==> src/shared/fbo_pkg.sv <==
package fbo_pkg;

  // ************************************************************
  // Bus timing (ns) and derived cycle counts at 250 MHz
  // ************************************************************
  localparam int CLK_PERIOD_NS = 4;
  localparam int T_ACC_NS = 100;
  localparam int T_WP_NS = 50;
  localparam int T_WPH_NS = 30;
  localparam int T_RH_NS = 50;
  localparam int SLEEP_EXTRA_NS = 30;
  localparam int ACC_CYC = (T_ACC_NS + CLK_PERIOD_NS - 1) / CLK_PERIOD_NS;
  localparam int WP_CYC = (T_WP_NS + CLK_PERIOD_NS - 1) / CLK_PERIOD_NS;
  localparam int WPH_CYC = (T_WPH_NS + CLK_PERIOD_NS - 1) / CLK_PERIOD_NS;
  localparam int RH_CYC = (T_RH_NS + CLK_PERIOD_NS - 1) / CLK_PERIOD_NS;
  localparam int SLEEP_CYC =
    (T_ACC_NS + SLEEP_EXTRA_NS + CLK_PERIOD_NS - 1) / CLK_PERIOD_NS;
  localparam int CNT_W = 8;

  // ************************************************************
  // Address and data layout
  // ************************************************************
  localparam int ADDR_W = 19;
  localparam int DATA_W = 16;
  localparam int BYTE_W = 8;
  localparam int LSB_PIN = 15;

  typedef enum logic [1:0] {
    FBO_OP_READ,
    FBO_OP_WRITE,
    FBO_OP_RESET
  } fbo_op_e;

  typedef struct packed {
    fbo_op_e op;
    logic width_select;
    logic byte_lsb_address;
    logic [ADDR_W-1:0] addr;
    logic [DATA_W-1:0] wdata;
  } fbo_req_s;

  typedef struct packed {
    logic chip_select_n;
    logic output_enable_n;
    logic write_enable_n;
    logic reset_pin_n;
    logic width_select;
  } fbo_ctl_s;

  localparam fbo_ctl_s CTL_IDLE = '{1'b1, 1'b1, 1'b1, 1'b1, 1'b1};

endpackage : fbo_pkg

==> src/verilog/fbo_host.sv <==
`timescale 1ns/10ps
module fbo_host
  import fbo_pkg::*;
(
  input wire logic clk_sys,
  input wire logic reset_n,
  input wire logic req_valid,
  input wire fbo_req_s req,
  output logic req_ready,
  output logic rsp_valid,
  output logic [DATA_W-1:0] rsp_data,
  output logic asleep,
  output fbo_ctl_s ctl,
  output logic [ADDR_W-1:0] flash_addr,
  output logic [DATA_W-1:0] flash_data_out,
  output logic [DATA_W-1:0] flash_data_oe_n,
  input wire logic [DATA_W-1:0] flash_data_in
);

  // ************************************************************
  // Sequencer
  // ************************************************************
  typedef enum logic [2:0] {
    S_IDLE, S_READ, S_WR_PULSE, S_WR_HOLD, S_RST_PULSE, S_RST_REC
  } fbo_state_e;

  fbo_state_e state_r, state_nxt;
  logic [CNT_W-1:0] cnt_r, cnt_nxt;
  logic [CNT_W-1:0] idle_r, idle_nxt;
  fbo_ctl_s ctl_r, ctl_nxt;
  logic [ADDR_W-1:0] addr_r, addr_nxt;
  logic [DATA_W-1:0] dout_r, dout_nxt;
  logic [DATA_W-1:0] oe_r, oe_nxt;
  logic [DATA_W-1:0] rdata_r, rdata_nxt;
  logic rvalid_r, rvalid_nxt;
  logic ready_r, ready_nxt;
  logic sleep_r, sleep_nxt;

  function automatic logic [DATA_W-1:0] fbo_mask(input logic wide);
    fbo_mask = wide ? {DATA_W{1'b1}} : {{(DATA_W-BYTE_W){1'b0}},
                                        {BYTE_W{1'b1}}};
  endfunction : fbo_mask

  always_comb begin
    state_nxt = state_r;
    cnt_nxt = cnt_r;
    ctl_nxt = ctl_r;
    addr_nxt = addr_r;
    dout_nxt = dout_r;
    oe_nxt = oe_r;
    rdata_nxt = rdata_r;
    rvalid_nxt = 1'b0;
    ready_nxt = 1'b0;
    idle_nxt = idle_r;
    sleep_nxt = sleep_r;
    case (state_r)
      S_IDLE: begin
        ready_nxt = 1'b1;
        // Chip select high with reset high: device standby
        ctl_nxt.chip_select_n = 1'b1;
        ctl_nxt.output_enable_n = 1'b1;
        ctl_nxt.write_enable_n = 1'b1;
        oe_nxt = '1;
        // Address held: device drops into sleep regardless of controls
        if (idle_r != CNT_W'(SLEEP_CYC)) begin
          idle_nxt = idle_r + 1'b1;
        end else begin
          sleep_nxt = 1'b1;
        end
        if (req_valid && ready_r) begin
          ready_nxt = 1'b0;
          ctl_nxt.width_select = req.width_select;
          addr_nxt = req.addr;
          idle_nxt = '0;
          sleep_nxt = 1'b0;
          cnt_nxt = '0;
          case (req.op)
            FBO_OP_READ: begin
              ctl_nxt.chip_select_n = 1'b0;
              ctl_nxt.output_enable_n = 1'b0;
              if (!req.width_select) begin
                // Pin 15 carries lsb address in byte mode
                oe_nxt[LSB_PIN] = 1'b0;
                dout_nxt = {req.byte_lsb_address, {(DATA_W-1){1'b0}}};
              end
              state_nxt = S_READ;
            end
            FBO_OP_WRITE: begin
              // Output enable stays high for writes
              ctl_nxt.chip_select_n = 1'b0;
              ctl_nxt.write_enable_n = 1'b0;
              oe_nxt = ~fbo_mask(req.width_select);
              dout_nxt = req.wdata & fbo_mask(req.width_select);
              if (!req.width_select) begin
                oe_nxt[LSB_PIN] = 1'b0;
                dout_nxt[LSB_PIN] = req.byte_lsb_address;
              end
              state_nxt = S_WR_PULSE;
            end
            default: begin
              ctl_nxt.reset_pin_n = 1'b0;
              state_nxt = S_RST_PULSE;
            end
          endcase
        end
      end
      S_READ: begin
        // Full access time every read, also from standby
        cnt_nxt = cnt_r + 1'b1;
        if (cnt_r == CNT_W'(ACC_CYC - 1)) begin
          rdata_nxt = flash_data_in & fbo_mask(ctl_r.width_select);
          rvalid_nxt = 1'b1;
          ctl_nxt.output_enable_n = 1'b1;
          ctl_nxt.chip_select_n = 1'b1;
          oe_nxt = '1;
          cnt_nxt = '0;
          state_nxt = S_IDLE;
        end
      end
      S_WR_PULSE: begin
        cnt_nxt = cnt_r + 1'b1;
        if (cnt_r == CNT_W'(WP_CYC - 1)) begin
          ctl_nxt.write_enable_n = 1'b1;
          ctl_nxt.chip_select_n = 1'b1; // Operation continues
          cnt_nxt = '0;
          state_nxt = S_WR_HOLD;
        end
      end
      S_WR_HOLD: begin
        cnt_nxt = cnt_r + 1'b1;
        if (cnt_r == CNT_W'(WPH_CYC - 1)) begin
          oe_nxt = '1;
          rvalid_nxt = 1'b1; // One write cycle of a sequence
          cnt_nxt = '0;
          state_nxt = S_IDLE;
        end
      end
      S_RST_PULSE: begin
        cnt_nxt = cnt_r + 1'b1;
        if (cnt_r == CNT_W'(RH_CYC - 1)) begin
          ctl_nxt.reset_pin_n = 1'b1;
          cnt_nxt = '0;
          state_nxt = S_RST_REC;
        end
      end
      S_RST_REC: begin
        cnt_nxt = cnt_r + 1'b1;
        if (cnt_r == CNT_W'(RH_CYC - 1)) begin
          rvalid_nxt = 1'b1;
          cnt_nxt = '0;
          state_nxt = S_IDLE;
        end
      end
      default: begin
        state_nxt = S_IDLE;
      end
    endcase
  end

  always_ff @(posedge clk_sys or negedge reset_n) begin
    if (!reset_n) begin
      state_r <= S_IDLE;
      cnt_r <= '0;
      idle_r <= '0;
      ctl_r <= CTL_IDLE;
      addr_r <= '0;
      dout_r <= '0;
      oe_r <= '1;
      rdata_r <= '0;
      rvalid_r <= 1'b0;
      ready_r <= 1'b0;
      sleep_r <= 1'b0;
    end else begin
      state_r <= state_nxt;
      cnt_r <= cnt_nxt;
      idle_r <= idle_nxt;
      ctl_r <= ctl_nxt;
      addr_r <= addr_nxt;
      dout_r <= dout_nxt;
      oe_r <= oe_nxt;
      rdata_r <= rdata_nxt;
      rvalid_r <= rvalid_nxt;
      ready_r <= ready_nxt;
      sleep_r <= sleep_nxt;
    end
  end

  assign req_ready = ready_r;
  assign rsp_valid = rvalid_r;
  assign rsp_data = rdata_r;
  assign asleep = sleep_r;
  assign ctl = ctl_r;
  assign flash_addr = addr_r;
  assign flash_data_out = dout_r;
  assign flash_data_oe_n = oe_r;

  // ************************************************************
  // Checks
  // ************************************************************
  property p_no_oe_we;
    @(posedge clk_sys) disable iff (!reset_n)
      !(!ctl_r.output_enable_n && !ctl_r.write_enable_n);
  endproperty
  a_no_oe_we: assert property (p_no_oe_we)
    else $error("oe and we low");

  property p_read_pins;
    @(posedge clk_sys) disable iff (!reset_n)
      !ctl_r.output_enable_n |-> !ctl_r.chip_select_n && oe_r[7:0] == 8'hFF;
  endproperty
  a_read_pins: assert property (p_read_pins)
    else $error("bad read pins");

  property p_write_pins;
    @(posedge clk_sys) disable iff (!reset_n)
      !ctl_r.write_enable_n |-> !ctl_r.chip_select_n && ctl_r.output_enable_n;
  endproperty
  a_write_pins: assert property (p_write_pins)
    else $error("bad write");

  property p_read_len;
    @(posedge clk_sys) disable iff (!reset_n)
      $fell(ctl_r.output_enable_n) |->
        !ctl_r.output_enable_n [*8] ##0 (!ctl_r.output_enable_n)[*1];
  endproperty
  a_read_len: assert property (p_read_len) else $error("short read");

  property p_read_rsp;
    @(posedge clk_sys) disable iff (!reset_n)
      $fell(ctl_r.output_enable_n) |-> ##25 rsp_valid;
  endproperty
  a_read_rsp: assert property (p_read_rsp) else $error("read late");

  property p_byte_float;
    @(posedge clk_sys) disable iff (!reset_n)
      !ctl_r.chip_select_n && !ctl_r.width_select |->
        oe_r[14:8] == 7'h7F && !oe_r[15];
  endproperty
  a_byte_float: assert property (p_byte_float)
    else $error("byte pins");

  property p_rst_hold;
    @(posedge clk_sys) disable iff (!reset_n)
      $fell(ctl_r.reset_pin_n) |-> !ctl_r.reset_pin_n [*8];
  endproperty
  a_rst_hold: assert property (p_rst_hold) else $error("reset short");

  property p_sleep;
    @(posedge clk_sys) disable iff (!reset_n)
      asleep |-> idle_r == CNT_W'(SLEEP_CYC) && state_r == S_IDLE;
  endproperty
  a_sleep: assert property (p_sleep) else $error("early sleep");

  c_read: cover property (@(posedge clk_sys) disable iff (!reset_n)
    $fell(ctl_r.output_enable_n));
  c_write: cover property (@(posedge clk_sys) disable iff (!reset_n)
    $fell(ctl_r.write_enable_n));
  c_reset: cover property (@(posedge clk_sys) disable iff (!reset_n)
    $fell(ctl_r.reset_pin_n));
  c_sleep: cover property (@(posedge clk_sys) disable iff (!reset_n)
    $rose(asleep));

endmodule : fbo_host

==> config.mk <==
export PLATFORM = sky130hd
export DESIGN_NAME = fbo_host
export DESIGN_NICKNAME = d
export VERILOG_FILES = /design/src/shared/fbo_pkg.sv /design/src/verilog/fbo_host.sv
export SDC_FILE = /design/constraint.sdc
export NUM_CORES = 1
export LEC_CHECK = 0
export ABC_AREA = 1
export BUFFER_PORTS_ARGS = -buffer_cell sky130_fd_sc_hd__buf_4
export CAP_MARGIN = 10
export CORE_ASPECT_RATIO = 0.8
export CORE_MARGIN = 2
export CORE_UTILIZATION = 40
export CTS_CLUSTER_SIZE = 10
export DETAILED_ROUTE_END_ITERATION = 10
export PLACE_DENSITY = 0.76
export SLEW_MARGIN = 20
export SYNTH_ARGS = -nofsm -noshare
export SYNTH_HDL_FRONTEND = slang
export SYNTH_SLANG_ARGS = --single-unit
==> constraint.sdc <==
create_clock -name clk_sys -period 2 [get_ports clk_sys]
set_clock_uncertainty 0.05 [all_clocks]
set_input_delay 0 -clock clk_sys [delete_from_list [all_inputs] [get_ports clk_sys]]
set_output_delay 0 -clock clk_sys [all_outputs]
set_load 0.02 [all_outputs]
==> implementation parameters <==
Parameter                              Value

Synthesis
  Post-Synthesis Mean Instance Area    8.287 um^2
  Synthesis warning total    0
  Number of synthesized register bits    81
  Async set or reset register ratio after synthesis    100.0%
  Number of enable flip-flop cells after synthesis    0
  Synth Cell Area    4044 um^2
  Adder-Cell Fraction of Synth Area    1.238%
  Post-synthesis cell type with the largest combined area    sky130_fd_sc_hd__dfrtp_1
  Sequential share of the synthesized area    50.37%
  Simple-gate portion of the synthesized area    29.12%
  Xor and xnor fraction of the mapped netlist area    0.6498%
  Area share of the largest cell type after synthesis    45.17%
  Total nets after synthesis    550
  Dominant combinational cell family by area after synthesis    simple AND/OR/NAND/NOR gates
  Post-synth cell types    35
  Leading register cell type out of synthesis    sky130_fd_sc_hd__dfrtp_1
  Share of the synthesized area in compound gates (AO/OA/AOI/OAI)    9.282%
  Top post-synthesis cells by area    sky130_fd_sc_hd__dfrtp_1 (45%), sky130_fd_sc_hd__nand2_1 (16%), sky130_fd_sc_hd__dfstp_2 (5.2%)
  Number of instances in the synthesized netlist    488
  Share of synthesized area spent on multiplexers    0%

Drt
  Post-detailed-route wirelength per cell    14.17 um
  Vias    3994
  First drt pass iteration count    5
  Number of design-rule violations left by the first detailed-router iteration    308
  Post-Route WL    11.39 mm
  DRC violations left    0
  ANT nets after route    0
  Vias per cell    4.968

Timing
  Aggregate negative setup slack    0 ps
  Hold Violations, Final    0
  Tcrit/Tclk final    88.55%
  Minimum clock period    1771 ps
  RSZ-0062 raised after global routing    no
  Slew at the pin closest to its max-slew limit    693.9 ps
  Post-layout worst setup margin    229.1 ps
  Final setup vio count    0
  Pins Over Slew Limit    0
  Max transition margin    53.25%
  Achievable clock frequency    564.7 MHz

Flow run
  Max-capacitance violation count    0

Global routing
  Global route total overflow    0
  Via count of the first global-routing pass    3752
  Initial antenna violation count    0
  Global router's overall resource usage    21.35%
  Pin count of the biggest net entering global routing    51
  Global-route wire length before repair    18.35 mm

CTS
  Num CTS Buffers    9
  Post_cts resized    0
  Clock transition at path regs    60 ps
  Hold Buf Count CTS    55
  Root buf cell    sky130_fd_sc_hd__clkbuf_16
  Buffers inserted by post-CTS timing repair    0
  CTS sink cnt    81
  Insertion delay of the later-clocked pin in the worst-skew pair    340 ps
  CTS HTree Levels    3
  Maximum clock insertion buffer count    2
  TritonCTS clock tree    built

Power
  Leakage    2.953 nW
  PD cells    1192 nW/um^2
  Highest ir drop seen on vdd    787.6 uV

Critical path
  Worst-case reg-to-reg path depth    9
  Element type at the critical path start    register
  Critical-path maximum fanout    20
  Kind of end point of the critical path    register
  Number of buffer and inverter stages on the critical path    3
  Worst EP required    2200 ps
  Family with the most delay on the worst path    simple AND/OR/NAND/NOR gates
  Critical path's largest stage delay    430 ps
  Critical Path AT    1970 ps
  Master of the slowest instance on the critical path    sky130_fd_sc_hd__dfrtp_1
  Critical path class    register to register
  WP depth    9
  Cells along the critical path    inv_1 -> ha_1 -> inv_1 -> nor2_1 -> nand2_2 -> buf_4 -> nor2_8 -> nor2_1 -> o21ai_0

Placed design
  Count of input and output buffers    132
  Half-perimeter wire length of the detailed placement result    7.643 mm
  Routability cong.    0.9123
  Placement-stage worst setup slack    237.2 ps

Die
  Core Box Area    9729 um^2
  FP Rows    32
  I/O pin total    133
  Die footprint    10930 um^2
  Height of the die    93.93 um
  Horiz. Die Dim    116.4 um
  Initial cell density of the core    41.56%

Worst hold path
  Worst hold path type    input pin to register
  Hold depth    4

Final layout
  Fill cell count    795
  Fraction of layout cells with a size suffix above 1    27.99%
  Synthesis-to-layout area growth    46.04%
  Final cell utilization of the core    60.70%
  Layout Nets    725
  Antenna diode instance count    0

Run status
  Run status    finished, final reports clean
## cells in the mapped netlist, types with 4 or more instances
master / count
sky130_fd_sc_hd__ha_1: 4
sky130_fd_sc_hd__a21oi_1: 6
sky130_fd_sc_hd__nor2_4: 7
sky130_fd_sc_hd__buf_2: 5
sky130_fd_sc_hd__dfrtp_1: 73
sky130_fd_sc_hd__o21ai_1: 10
sky130_fd_sc_hd__inv_1: 33
sky130_fd_sc_hd__o21ai_0: 41
sky130_fd_sc_hd__nand3_1: 38
sky130_fd_sc_hd__nor2_1: 23
sky130_fd_sc_hd__nand2_1: 171
sky130_fd_sc_hd__nor3_1: 4
sky130_fd_sc_hd__buf_4: 16
sky130_fd_sc_hd__dfstp_2: 8
sky130_fd_sc_hd__inv_2: 8
sky130_fd_sc_hd__nand4_1: 9
## power breakdown
group / total, mW / leakage, nW / switching (mW) / internal, mW
clock: 1.72 / 0.155 / 0.699 / 1.02
sequential: 2.65 / 0.971 / 0.473 / 2.18
combinational: 2.67 / 1.83 / 1.58 / 1.08
## tightest hold or removal path, cell delays in order
cell	delay [ps]
sky130_fd_sc_hd__buf_4	80
sky130_fd_sc_hd__nand2_1	130
sky130_fd_sc_hd__nand3_1	120
sky130_fd_sc_hd__o21ai_1	60
## routing by layer
metal  vias to the layer above  share of wire (%)  global-route usage (%)
met5                         -                  0                       0
met4                         0                1.1                   5.456
met3                        19                8.1                   5.677
met2                       172                 47                   35.32
met1                      1896                 43                   27.84
li1                       1907                  -                       -
## layout make-up
cell class                 count  area, um^2  share of cell area (%)
sequential                    81        2037                   34.49
multi-input combinational    337        1633                   27.65
timing repair buffer         192        1592                   26.95
clock buffer                  10       239.0                   4.047
tap                          136       170.2                   2.881
inverter                      42       162.7                   2.754
clock inverter                 6       72.57                   1.229
## registers in the layout, summed over array words and instances (netlist names)
register,flops
state_r,3
cnt_r,8
rsp_data,16
flash_data_out,16
flash_addr,19
idle_r,8
req_ready,1
asleep,1
ctl,5
rsp_valid,1
flash_data_oe_n,3
## logic make-up (layout without fill, tap and decap cells)
kind of cell	count (synthesis)	in the layout
xor+xnor	3	3
compound gates	69	69
simple gates	261	261
flops	81	81
fa+ha+maj	4	4
buf+inv	70	250
## per-stage QoR
step	power (mW)	area [um^2]	cells	hold slack, ps
floorplan	4.161	4044	488	-345.6
global placement	5.138	5040	733	-84.62
detailed placement	5.203	5040	733	-74.28
CTS	7.040	5902	804	49.64
global route	7.480	5906	804	81.81
finish	7.037	5906	804	43.87
## cell usage in the layout (no fill, tap or decap), types with 2 or more instances in the layout
cell	n
sky130_fd_sc_hd__o21ai_2	2
sky130_fd_sc_hd__ha_1	4
sky130_fd_sc_hd__a21oi_1	6
sky130_fd_sc_hd__buf_4	136
sky130_fd_sc_hd__o211ai_1	2
sky130_fd_sc_hd__nand2_1	171
sky130_fd_sc_hd__clkbuf_16	9
sky130_fd_sc_hd__nor2_1	23
sky130_fd_sc_hd__o221ai_1	2
sky130_fd_sc_hd__nand2_4	3
sky130_fd_sc_hd__dlygate4sd3_1	55
sky130_fd_sc_hd__nor2_4	7
sky130_fd_sc_hd__o21a_1	2
sky130_fd_sc_hd__nor2_8	2
sky130_fd_sc_hd__inv_6	3
sky130_fd_sc_hd__nor3_1	4
sky130_fd_sc_hd__o21ai_0	41
sky130_fd_sc_hd__nand3_1	38
sky130_fd_sc_hd__nand2_2	2
sky130_fd_sc_hd__o21ai_1	9
sky130_fd_sc_hd__dfstp_2	8
sky130_fd_sc_hd__inv_2	8
sky130_fd_sc_hd__nand4_1	9
sky130_fd_sc_hd__xor2_1	3
sky130_fd_sc_hd__inv_1	33
sky130_fd_sc_hd__o22ai_1	2
sky130_fd_sc_hd__dfrtp_1	73
## final timing paths
kind                                      from             endpoint  slack [ps]
setup / recovery                      cnt_r[0]               ctl[3]         230
hold / removal                       req_valid            idle_r[6]          40
setup reg to reg                      cnt_r[0]               ctl[3]         230
hold reg to reg            flash_data_oe_n[15]  flash_data_oe_n[15]         430
max in group asynchronous              reset_n               ctl[0]        1130
min in group asynchronous              reset_n          rsp_data[0]         110
No activity file was read; power rests on OpenSTA's default activity.
